==> src/logic/strap_cfg_pkg.sv <==
// Constants, register map and state type for the strap configuration loader
package strap_cfg_pkg;

  // Port numbering, bit 0 is the most significant bit on every module port but reg_addr
  localparam int NUM_PORTS     = 8;
  localparam int NUM_PAIRS     = 4;
  localparam int NUM_WIDE      = 2;
  localparam int PORT_NUM_W    = 3;
  localparam int ADDR_W        = 8;
  localparam int DATA_W        = 32;

  // Strap hold window after hard reset release, in bus clock cycles
  localparam logic [3:0] STRAP_HOLD_CYCLES = 4'hA;
  // Pipeline ahead of the sample point: reset sync plus the ST_WAIT cycle
  localparam logic [3:0] SYNC_LATENCY      = 4'h3;
  localparam logic [3:0] SAMPLE_CNT        = STRAP_HOLD_CYCLES - SYNC_LATENCY;

  // Mode strap values
  localparam logic MODE_WIDE   = 1'b0;
  localparam logic MODE_SPLIT  = 1'b1;

  // Register byte offsets
  localparam logic [7:0] REG_CLKSEL0  = 8'h00;
  localparam logic [7:0] REG_CLKSEL1  = 8'h04;
  localparam logic [7:0] REG_CLKSEL2  = 8'h08;
  localparam logic [7:0] REG_CLKSEL3  = 8'h0C;
  localparam logic [7:0] REG_STATUS   = 8'h10;
  localparam logic [7:0] REG_PORTCFG  = 8'h14;

  // Clock selection register fields
  localparam int CLKSEL_EVEN_PD_BIT = 30;
  localparam int CLKSEL_ODD_PD_BIT  = 31;

  // Status register fields
  localparam int STATUS_DONE_BIT    = 31;
  localparam int STATUS_MODE0_BIT   = 30;
  localparam int STATUS_MODE3_BIT   = 29;
  localparam int STATUS_TEST_BIT    = 28;
  localparam int STATUS_STRAP_PD_LO = 16;

  // Port configuration register fields
  localparam int PORTCFG_WIDE_LO    = 16;
  localparam int PORTCFG_PD_LO      = 24;

  // Values held before sampling completes: ports off, 1-lane mode
  localparam logic [0:3] PD_RESET   = 4'hF;
  localparam logic [0:1] MODE_RESET = 2'h3;

  typedef enum logic [1:0] {
    ST_WAIT,
    ST_SAMPLE,
    ST_RUN
  } cfg_state_e;

endpackage

==> src/logic/serial_port_strap_config.sv <==
// Reset-time strap capture and port/lane configuration for the switch
//
// How it works
// - Ports numbered 0 to 7 everywhere
// - Mode strap 0 wide, 1 two narrow
// - Narrow: lane A port n, B n+1
// - Lanes C, D only on wide 0/6
// - Strap changes ignored after sampling
// - Even strap 1 powers down both ports
// - Even power-down covers all four lanes
// - Odd strap powers narrow odd port down/up
// - Software overrides both power-down states
// - Strap drivers enabled only in test mode
// - Bit 0 is MSB on all ports but reg_addr
// - Hard reset asynchronous, active low
`timescale 1ns/1ns
module serial_port_strap_config
  import strap_cfg_pkg::*;
(
  input  wire logic               clk_sys,        // Bus clock, 10 MHz
  input  wire logic               srst,           // Sync reset, high
  input  wire logic               ce,             // Clock enable
  input  wire logic               device_reset_n, // Hard reset pin
  input  wire logic               test_mode,      // Test mode pin
  input  wire logic [0:9]         test_strap_out, // Test drive values
  input  wire logic [0:1]         pair_lane_mode_strap_i,     // Mode in
  output logic      [0:1]         pair_lane_mode_strap_o,     // Mode out
  output logic      [0:1]         pair_lane_mode_strap_oe,    // Mode oe
  input  wire logic [0:3]         even_port_powerdown_strap_i,  // Even in
  output logic      [0:3]         even_port_powerdown_strap_o,  // Even out
  output logic      [0:3]         even_port_powerdown_strap_oe, // Even oe
  input  wire logic [0:3]         odd_port_powerdown_strap_i,   // Odd in
  output logic      [0:3]         odd_port_powerdown_strap_o,   // Odd out
  output logic      [0:3]         odd_port_powerdown_strap_oe,  // Odd oe
  input  wire logic [ADDR_W-1:0]  reg_addr,       // Register address
  input  wire logic [0:DATA_W-1]  reg_wdata,      // Write data
  input  wire logic               reg_wr,         // Write strobe
  input  wire logic               reg_rd,         // Read strobe
  output logic      [0:DATA_W-1]  reg_rdata,      // Read data
  output logic                    config_done,    // Straps latched
  output logic      [0:7]         port_powered_down, // Per port off
  output logic      [0:7]         port_wide_mode,    // Port runs 4 lanes
  output logic      [0:3]         block_powerdown,   // Whole block off
  output logic      [0:11]        lane_a_port_num,   // Owner of lane A
  output logic      [0:11]        lane_b_port_num,   // Owner of lane B
  output logic      [0:1]         lane_cd_enable     // Lanes C/D carry
);

  // Pin synchronisers
  logic [0:1]  mode_sync;
  logic [0:3]  even_sync;
  logic [0:3]  odd_sync;
  logic [0:0]  test_sync;

  strap_sync #(.WIDTH(2)) u_mode_sync (
    .clk_sys  (clk_sys),
    .ce       (ce),
    .async_in (pair_lane_mode_strap_i),
    .sync_out (mode_sync)
  );

  strap_sync #(.WIDTH(4)) u_even_sync (
    .clk_sys  (clk_sys),
    .ce       (ce),
    .async_in (even_port_powerdown_strap_i),
    .sync_out (even_sync)
  );

  strap_sync #(.WIDTH(4)) u_odd_sync (
    .clk_sys  (clk_sys),
    .ce       (ce),
    .async_in (odd_port_powerdown_strap_i),
    .sync_out (odd_sync)
  );

  strap_sync #(.WIDTH(1)) u_test_sync (
    .clk_sys  (clk_sys),
    .ce       (ce),
    .async_in (test_mode),
    .sync_out (test_sync)
  );

  // Hard reset: asserts at once, releases through two flops
  logic rst_meta_r;
  logic rst_rel_r;

  always_ff @(posedge clk_sys or negedge device_reset_n)
  begin
    if (!device_reset_n)
    begin
      rst_meta_r <= 1'b0;
      rst_rel_r  <= 1'b0;
    end
    else if (ce)
    begin
      rst_meta_r <= 1'b1;
      rst_rel_r  <= rst_meta_r;
    end
  end

  // Returns the port number that owns a lane of a pair
  function automatic logic [PORT_NUM_W-1:0] lane_owner(
    input logic [1:0] pair,
    input logic       lane_b,
    input logic       split
  );
    logic [PORT_NUM_W-1:0] base;
    base = {pair, 1'b0};
    lane_owner = (lane_b && split) ? (base | 3'h1) : base;
  endfunction

  // Sampling sequencer
  cfg_state_e  state_r;
  cfg_state_e  state_nxt;
  logic [3:0]  cnt_r;
  logic [3:0]  cnt_nxt;

  wire sample_now = (state_r == ST_SAMPLE) && (cnt_r == SAMPLE_CNT);

  always_comb
  begin
    state_nxt = state_r;
    cnt_nxt   = cnt_r;
    unique case (state_r)
      ST_WAIT:
      begin
        cnt_nxt = 4'h0;
        if (rst_rel_r)
          state_nxt = ST_SAMPLE;
      end
      ST_SAMPLE:
      begin
        cnt_nxt = cnt_r + 4'h1;
        if (sample_now)
          state_nxt = ST_RUN;
      end
      ST_RUN:
        cnt_nxt = cnt_r;
    endcase
  end

  always_ff @(posedge clk_sys or negedge device_reset_n)
  begin
    if (!device_reset_n)
    begin
      state_r <= ST_WAIT;
      cnt_r   <= 4'h0;
    end
    else if (srst)
    begin
      state_r <= ST_WAIT;
      cnt_r   <= 4'h0;
    end
    else if (ce)
    begin
      state_r <= state_nxt;
      cnt_r   <= cnt_nxt;
    end
  end

  // Latched straps and software power-down fields
  logic [0:1] mode_r;
  logic [0:3] strap_even_r;
  logic [0:3] strap_odd_r;
  logic [0:3] even_pd_r;
  logic [0:3] odd_pd_r;
  logic [0:3] even_pd_nxt;
  logic [0:3] odd_pd_nxt;

  // Register decode
  wire       run      = (state_r == ST_RUN);
  wire       hit_csel = (reg_addr[7:4] == 4'h0) && (reg_addr[1:0] == 2'h0);
  wire [1:0] csel_idx = reg_addr[3:2];
  wire       hit_stat = (reg_addr == REG_STATUS);
  wire       hit_pcfg = (reg_addr == REG_PORTCFG);
  // Writes before the straps land would be lost to sampling anyway
  wire       csel_we  = reg_wr && hit_csel && run;

  always_comb
  begin
    even_pd_nxt = even_pd_r;
    odd_pd_nxt  = odd_pd_r;
    if (sample_now)
    begin
      even_pd_nxt = even_sync;
      odd_pd_nxt  = odd_sync;
    end
    else if (csel_we)
    begin
      even_pd_nxt[csel_idx] = reg_wdata[CLKSEL_EVEN_PD_BIT];
      odd_pd_nxt[csel_idx]  = reg_wdata[CLKSEL_ODD_PD_BIT];
    end
  end

  always_ff @(posedge clk_sys or negedge device_reset_n)
  begin
    if (!device_reset_n)
    begin
      mode_r       <= MODE_RESET;
      strap_even_r <= PD_RESET;
      strap_odd_r  <= PD_RESET;
      even_pd_r    <= PD_RESET;
      odd_pd_r     <= PD_RESET;
    end
    else if (srst)
    begin
      mode_r       <= MODE_RESET;
      strap_even_r <= PD_RESET;
      strap_odd_r  <= PD_RESET;
      even_pd_r    <= PD_RESET;
      odd_pd_r     <= PD_RESET;
    end
    else if (ce)
    begin
      if (sample_now)
      begin
        mode_r       <= mode_sync;
        strap_even_r <= even_sync;
        strap_odd_r  <= odd_sync;
      end
      even_pd_r <= even_pd_nxt;
      odd_pd_r  <= odd_pd_nxt;
    end
  end

  // Derived port and lane configuration
  wire [0:3] pair_split = {mode_r[0], MODE_SPLIT, MODE_SPLIT, mode_r[1]};
  logic [0:7]  port_pd_nxt;
  logic [0:7]  port_wide_nxt;
  logic [0:11] lane_a_nxt;
  logic [0:11] lane_b_nxt;
  logic [0:1]  lane_cd_nxt;

  always_comb
  begin
    for (int p = 0; p < NUM_PAIRS; p++)
    begin
      port_pd_nxt[2*p]     = even_pd_r[p] || !run;
      // Odd port is dead in wide mode, so keep it off
      port_pd_nxt[2*p+1]   = even_pd_r[p] || odd_pd_r[p] || !run ||
                             (pair_split[p] == MODE_WIDE);
      port_wide_nxt[2*p]   = run && (pair_split[p] == MODE_WIDE);
      port_wide_nxt[2*p+1] = 1'b0;
      lane_a_nxt[3*p +: 3] = lane_owner(2'(p), 1'b0, pair_split[p]);
      lane_b_nxt[3*p +: 3] = lane_owner(2'(p), 1'b1, pair_split[p]);
    end
    // Only the blocks for ports 0 and 6 own lanes C and D
    lane_cd_nxt[0] = run && (mode_r[0] == MODE_WIDE) && !even_pd_r[0];
    lane_cd_nxt[1] = run && (mode_r[1] == MODE_WIDE) && !even_pd_r[3];
  end

  always_ff @(posedge clk_sys or negedge device_reset_n)
  begin
    if (!device_reset_n)
    begin
      port_powered_down <= 8'hFF;
      port_wide_mode    <= 8'h00;
      block_powerdown   <= PD_RESET;
      lane_a_port_num   <= 12'h000;
      lane_b_port_num   <= 12'h000;
      lane_cd_enable    <= 2'h0;
      config_done       <= 1'b0;
    end
    else if (srst)
    begin
      port_powered_down <= 8'hFF;
      port_wide_mode    <= 8'h00;
      block_powerdown   <= PD_RESET;
      lane_a_port_num   <= 12'h000;
      lane_b_port_num   <= 12'h000;
      lane_cd_enable    <= 2'h0;
      config_done       <= 1'b0;
    end
    else if (ce)
    begin
      port_powered_down <= port_pd_nxt;
      port_wide_mode    <= port_wide_nxt;
      block_powerdown   <= even_pd_r | {4{!run}};
      lane_a_port_num   <= lane_a_nxt;
      lane_b_port_num   <= lane_b_nxt;
      lane_cd_enable    <= lane_cd_nxt;
      config_done       <= run;
    end
  end

  // Read data: mirrors of power-down fields, strap and port state
  logic [0:DATA_W-1] csel_word;
  logic [0:DATA_W-1] stat_word;
  logic [0:DATA_W-1] pcfg_word;
  logic [0:DATA_W-1] rd_mux;

  always_comb
  begin
    csel_word = '0;
    csel_word[CLKSEL_EVEN_PD_BIT] = even_pd_r[csel_idx];
    csel_word[CLKSEL_ODD_PD_BIT]  = odd_pd_r[csel_idx];
    stat_word = '0;
    stat_word[STATUS_DONE_BIT]  = run;
    stat_word[STATUS_MODE0_BIT] = mode_r[0];
    stat_word[STATUS_MODE3_BIT] = mode_r[1];
    stat_word[STATUS_TEST_BIT]  = test_sync[0];
    stat_word[STATUS_STRAP_PD_LO +: 8] =
      {strap_even_r[0], strap_odd_r[0], strap_even_r[1], strap_odd_r[1],
       strap_even_r[2], strap_odd_r[2], strap_even_r[3], strap_odd_r[3]};
    pcfg_word = '0;
    pcfg_word[PORTCFG_WIDE_LO +: 8] = port_wide_mode;
    pcfg_word[PORTCFG_PD_LO +: 8]   = port_powered_down;
    if (hit_csel)
      rd_mux = csel_word;
    else if (hit_stat)
      rd_mux = stat_word;
    else if (hit_pcfg)
      rd_mux = pcfg_word;
    else
      rd_mux = '0;
  end

  // Read data stands in the cycle after each cycle with reg_rd high, zero otherwise
  always_ff @(posedge clk_sys or negedge device_reset_n)
  begin
    if (!device_reset_n)
      reg_rdata <= '0;
    else if (srst)
      reg_rdata <= '0;
    else if (ce)
      reg_rdata <= reg_rd ? rd_mux : '0;
  end

  // Strap pins are inputs except in test mode
  wire drive_en = test_sync[0];

  assign pair_lane_mode_strap_o       = test_strap_out[0:1];
  assign even_port_powerdown_strap_o  = test_strap_out[2:5];
  assign odd_port_powerdown_strap_o   = test_strap_out[6:9];
  assign pair_lane_mode_strap_oe      = {2{drive_en}};
  assign even_port_powerdown_strap_oe = {4{drive_en}};
  assign odd_port_powerdown_strap_oe  = {4{drive_en}};

endmodule

==> src/logic/strap_sync.sv <==
// Two-stage synchroniser bank for asynchronous strap pins
`timescale 1ns/1ns
module strap_sync #(
  parameter int WIDTH = 1
) (
  input  wire logic             clk_sys,  // Bus clock
  input  wire logic             ce,       // Clock enable
  input  wire logic [0:WIDTH-1] async_in, // Pin levels
  output logic      [0:WIDTH-1] sync_out  // Synchronised levels
);

  logic [0:WIDTH-1] meta_r;

  // First stage feeds only the second stage
  always_ff @(posedge clk_sys)
  begin
    if (ce)
    begin
      meta_r   <= async_in;
      sync_out <= meta_r;
    end
  end

endmodule

==> config.mk <==
export PLATFORM = sky130hd
export DESIGN_NAME = serial_port_strap_config
export DESIGN_NICKNAME = d
export VERILOG_FILES = /design/src/logic/strap_cfg_pkg.sv /design/src/logic/serial_port_strap_config.sv /design/src/logic/strap_sync.sv
export SDC_FILE = /design/constraint.sdc
export NUM_CORES = 1
export LEC_CHECK = 0
export ABC_AREA = 1
export BUFFER_PORTS_ARGS = -buffer_cell sky130_fd_sc_hd__buf_2
export CORE_MARGIN = 2
export CORE_UTILIZATION = 52
export CTS_CLUSTER_DIAMETER = 150
export DETAILED_ROUTE_END_ITERATION = 10
export GPL_ROUTABILITY_DRIVEN = 0
export PLACE_DENSITY = 0.81
export SYNTH_ARGS = -nofsm -noshare
export SYNTH_HDL_FRONTEND = slang
export SYNTH_SLANG_ARGS = --single-unit
==> constraint.sdc <==
create_clock -name clk_sys -period 3.5 [get_ports clk_sys]
set_clock_uncertainty 0.2 [all_clocks]
set_input_delay 0.35 -clock clk_sys [delete_from_list [all_inputs] [get_ports clk_sys]]
set_output_delay 0.35 -clock clk_sys [all_outputs]
set_load 0.005 [all_outputs]
## Word level (Yosys, flattened, before mapping)

Cells that the tools add are included.

- Register bits after elaboration: 127
- Input port bits: 67
- Output and inout port bits: 99
- Word-level logic and storage cells: 134

- Add/sub/neg operators: 1
- $lt $le $gt $ge: 2
- Equality and inequality tests: 8
- Mux-type cells: 57
- Bitwise operators: 4
- Reduce and logical (&&, ||, !) cells: 37

Operator list:

| cell | count |
|---|---|
| 32-bit 2-to-1 mux | 3 |
| 4-bit 2-to-1 mux | 18 |
| 12-bit 2-to-1 mux | 4 |
| 16-bit 2-to-1 mux | 3 |
| 8-bit 2-to-1 mux | 4 |
| 2-bit 2-to-1 mux | 9 |
| 8-bit by 5-bit == test with 1-bit output, second input constant | 2 |
| 1-bit logical OR | 14 |
| 1-bit logical AND | 9 |
| 1-bit 2-to-1 mux | 9 |
| 4-bit bitwise mux | 2 |
| 4-bit one-hot mux with 2 select lines | 1 |
| 3-bit inequality test, second input constant | 2 |
| 2-bit AND reduction | 3 |
| 3-bit nonzero test | 2 |
| 4-bit by 1-bit adder with 4-bit output, second input constant | 1 |
| 1-bit binary-select mux with 2-bit select | 2 |
| 4-bit by 3-bit == test with 1-bit output, second input constant | 1 |
| 2-bit zero test | 2 |
| 4-bit zero test | 1 |
| 4-bit OR | 1 |
| 2-bit one-hot mux with 2 select lines | 1 |
| 4-bit AND reduction | 1 |
| 2-bit nonzero test | 2 |
| other kinds (9) | 12 |

## Depth between registers and ports, before layout

- Word-level depth: 10
- Gate-level depth with buffers: 9
- Gate-level depth less buffers: 9

## By module

Synthesis repeated with hierarchy kept, for this count alone.

- Cells, all modules: 459
- Area, all modules: 4040.1 µm²

By module, submodules not included:

| module | times used | cells each | area an instance (µm²) | sequential area each (µm²) |
|---|---|---|---|---|
| serial_port_strap_config | 1 | 437 | 3379.5 | 1483.9 |
| strap_sync at u_even_sync ... | 2 | 8 | 240.2 | 240.2 |
| strap_sync at u_mode_sync | 1 | 4 | 120.1 | 120.1 |
| strap_sync at u_test_sync | 1 | 2 | 60.1 | 60.1 |

## Worst setup path before layout

Ideal clock, no wire load.

- Kind: reg-to-reg
- From: reg cnt_r[0]
- To: reg even_pd_r[0] in the netlist's numbering
- Setup time: 0.060 ns
- Arrival time: 1.236 ns
- Required time: 3.240 ns
- Setup slack: 2.004 ns
- Stages on the path, launching flop included: 10
- Path buffers: 1
- Period minus slack after synthesis: 1.496 ns
- Cell sequence: dfrtp_1 ha_1 nand2_1 inv_2 nand3_2 buf_2 nand2_1 nand3_1 nand3_1 nand2_1

- Word-level cells in the longest chain between the ends: 5
- Elaborated cells on any way between the ends: 7
- Those cells by class: eq/ne: 1; mux: 3; reduce/logical: 3

Ends and longest elaborated chain:

| what | line | source |
|---|---|---|
| start: declaration | serial_port_strap_config.sv:115 | `logic [3:0] cnt_r;` |
| start signal: assignment | serial_port_strap_config.sv:157 | `cnt_r <= cnt_nxt;` |
| 4-bit by 3-bit == test with 1-bit output * | serial_port_strap_config.sv:118 | `wire sample_now = (state_r == ST_SAMPLE) && (cnt_r == SAMPLE_CNT);` |
| 1-bit logical AND * | serial_port_strap_config.sv:118 |  |
| 4-bit 2-to-1 mux | serial_port_strap_config.sv:183 | `if (sample_now)` |
| 4-bit 2-to-1 mux | serial_port_strap_config.sv:213 | `else if (ce)` |
| 4-bit 2-to-1 mux | serial_port_strap_config.sv:205 | `else if (srst)` |
| end signal: assignment | serial_port_strap_config.sv:221 | `even_pd_r <= even_pd_nxt;` |
| end: declaration | serial_port_strap_config.sv:165 | `logic [0:3] even_pd_r;` |

Every way passes the cells marked *; elsewhere a longest branch is shown, timed or not. The select of a mux whose other input is x is not followed.
A chain may end at the register's enable or synchronous reset.

## Final worst setup path

- From: reg cnt_r[0]
- To: reg odd_pd_r[1] in the netlist's numbering

- Word-level cells in the longest chain between the ends: 5
- Elaborated cells on any way between the ends: 7
- Those cells by class: eq/ne: 1; mux: 3; reduce/logical: 3

Ends and longest elaborated chain:

| what | line | source |
|---|---|---|
| 4-bit by 3-bit == test with 1-bit output * | serial_port_strap_config.sv:118 |  |
| 1-bit logical AND * | serial_port_strap_config.sv:118 |  |
| 4-bit 2-to-1 mux | serial_port_strap_config.sv:183 |  |
| 4-bit 2-to-1 mux | serial_port_strap_config.sv:213 |  |
| 4-bit 2-to-1 mux | serial_port_strap_config.sv:205 |  |
| end signal: assignment | serial_port_strap_config.sv:222 | `odd_pd_r <= odd_pd_nxt;` |
| end: declaration | serial_port_strap_config.sv:166 | `logic [0:3] odd_pd_r;` |

Marks and branches as above.

==> results.md <==
* Outcome: complete, no violations
* Mapped Area at 0.00408 mm²
* RSZ-0062 raised after global routing: no
* Final Cycle Share at 0.589
* Worst reg2reg setup slack at ~1.4 ns
* Worst path buffer plus inverter count at 1
* Hold Startpoint: srst
* Share of layout cells above drive strength 1 at 0.301
* CP Launch Point: cnt_r[0]
* Post-route setup slack at 1.44 ns
* H-tree depth at 3
* Core Area at 0.00765 mm²
* Post-route antenna net violation count at 0
* Post-placement setup slack at 1.40 ns
* Crit-path cells: ha_1 > nand2_1 > inv_2 > nand3_2 > nand2_2 > nand2_4 > nand2_2 > nand3_1 > nand2_1
* Worst-Skew Late Latency at ~0.36 ns
* CTS tree: yes
* Slowest Stage Delay on Critical Path at roughly 0.4 ns
* Diodes inserted at 0
* Worst Setup End Kind: flip-flop
* Critical path launch point type: flip-flop
* Final min period at between 2 and 2.5 ns
* Port bufs at 81
* Total Neg Setup Slack at 0 ns
* Leak at approximately 2.3 nW
* GR peak layer: met2
* CP max FO at 22
* CTS max path bufs at 2
* Final core utilization at 0.586
* CP delay by family, top: simple AND/OR/NAND/NOR gates
* Met2 GRT Util at 0.313
* Met1 usage at 0.253
* Top reg by flops: reg_rdata
* Synth Flop Type: dfrtp_1
* DP HPWL at 5.74 mm
* Hold crit path type: in -> reg
* FF-to-FF End: odd_pd_r[1]
* Layout area overhead at 9.72%
* MaxCap Viol Count at 0
* Biggest regs: reg_rdata (16), port_powered_down (8)
* Antenna violations before repair at 0
* Fin. Hold Viols at 0
* Register area share after synthesis at 0.525
* Reg clk slew, reported paths at 0.07 ns
* Clock sinks at 80
* Detailed-route via count at between 3k and 4k
* Die Height at between 90 and 100 µm
* Final Net Count at 581
* Largest cells by area after synthesis: dfrtp_1 20%, dfstp_2 17%, edfxtp_1 16%
* PwrDens at ~410 mW/mm²
* Top-count cell post-synth: nand2_1
* Cell count along the critical path at 9
* Arrival @ worst endpoint at 2.16 ns
* Yosys top cell area share at 0.196
* Reg2Reg Depth at 9
* Global Route Usage Sum at 0.197
* Worst setup endpoint: odd_pd_r[1]
* Post-CTS setup buffer count at 0
* Critical path class: reg -> reg
* Detailed Routing Iterations Pass 1 at 5
* Site Rows at 32
* WL per Instance at 12.8 µm
* Slowest CP cell: dfrtp_1
* Most common library cells after synthesis: 96 x nand2_1, 68 x buf_4, 42 x nor2_1
* Most area-hungry cell type in the Yosys netlist: dfrtp_1
* Num CTS Buffers at 9
* Final wirelength at about 8 mm
* Die ar. at 0.00858 mm²
* Syn Area/Cell at 9.07 µm²
* Register bit total from synthesis at 80
* DRC at 0
* Top-level I/O count at 166
* VDD IR max at 0.306 mV
* Post-synthesis async set-or-reset flop share at 0.725
* Post-synth EDFFs at 22
* # resized after CTS at 0
* Root Driver: clkbuf_8
* Starting Density at 0.534
* Worst Hold Margin at between 0.1 and 0.15 ns
* Largest net degree at the start of global routing at 38
* Met3 usage at 0.0529
* 1st-iter DRT viols at ~210
* Post-Synthesis Cells at 450
* Number of distinct library cells after synthesis at 33
* Yosys warns at 0
* Pins over their slew limit at 0
* Die width at 92.6 µm
* Vias in the first global route at 2820
* Total grt overflow at 0
* Final setup violation count at 0
* Highest clock rate at around 0.49 GHz
* First-pass GRT wire length at between 10 and 15 mm
* Crit Reg-Reg Startpoint: cnt_r[0]
* Max reg flops at 16
* Drt via density at ~4.9
* CP required at 3.60 ns
final cells by class:
class / count / area, µm²
clock buffer: 15 / 166
clock inverter: 1 / 5.00
fill: 677 / 3170
inverter: 39 / 150
multi-input combinational: 287 / 1340
sequential: 80 / 2140
tap: 102 / 128
timing repair buffer: 96 / 548
cell usage in the layout (no fill, tap or decap), types with 3 or more instances in the layout:
| cell | count |
|---|---|
| nor2_4 | 3 |
| nand3_2 | 4 |
| nor3_1 | 11 |
| inv_1 | 30 |
| nand3_1 | 39 |
| dfstp_2 | 26 |
| o22ai_1 | 3 |
| conb_1 | 34 |
| buf_4 | 3 |
| o21ai_0 | 6 |
| edfxtp_1 | 22 |
| dfrtp_1 | 32 |
| o21ai_1 | 5 |
| o21ai_2 | 6 |
| nand2_2 | 5 |
| nand2_1 | 96 |
| inv_2 | 7 |
| nor2_2 | 4 |
| buf_2 | 81 |
| clkbuf_1 | 4 |
| clkbuf_8 | 11 |
| a21oi_1 | 17 |
| nor2_1 | 42 |
| dlygate4sd3_1 | 12 |
power by group:
part,switching [mW],leakage (nW),internal [mW]
logic,0.123,1.28,0.0684
registers,0.0370,0.921,1.03
clock network,0.303,0.0877,0.297
total,0.463,2.28,1.39
per-layer routing:
metal / vias to the layer above / wire, µm
li1: 1473 / -
met1: 1385 / 3300
met2: 134 / 3810
met3: 17 / 602
met4: 0 / 197
met5: - / 0
how the worst min path moves through the flow:
stage	end	slack (ns)	depth (start not counted)
after global placement	config_done	0.13	1
after global routing	lane_a_port_num[6]	0.14	2
after CTS	lane_a_port_num[6]	0.11	2
after floorplan	cnt_r[0]	-0.15	0
final	lane_a_port_num[6]	0.13	2
after detailed placement	lane_cd_enable[1]	0.13	1
kinds of logic (layout without fill, tap and decap cells):
group                      after synthesis  in the layout  synth area share
and+or+nand+nor                        210            210             0.232
other                                    1             34          0.000919
DFF                                     80             80             0.525
adders and majority gates                1              1           0.00306
AOI/OAI and AO/OA                       42             42            0.0616
buffers and inverters                  116            151             0.177
stage by stage:
step	power (mW)	instance area, µm²	instances
after floorplan	1.24	4210	483
after global placement	1.25	4190	592
after detailed placement	1.26	4190	592
after CTS	1.87	4480	620
after global routing	1.95	4480	620
final	1.85	4480	620
what timing repair did:
item | CTS | global route
hold buffers | 12 | 0
setup endpoints to repair | 0 | 0
endpoints found under the hold margin | 26 | 0
No activity file was read; power rests on OpenSTA's default activity.
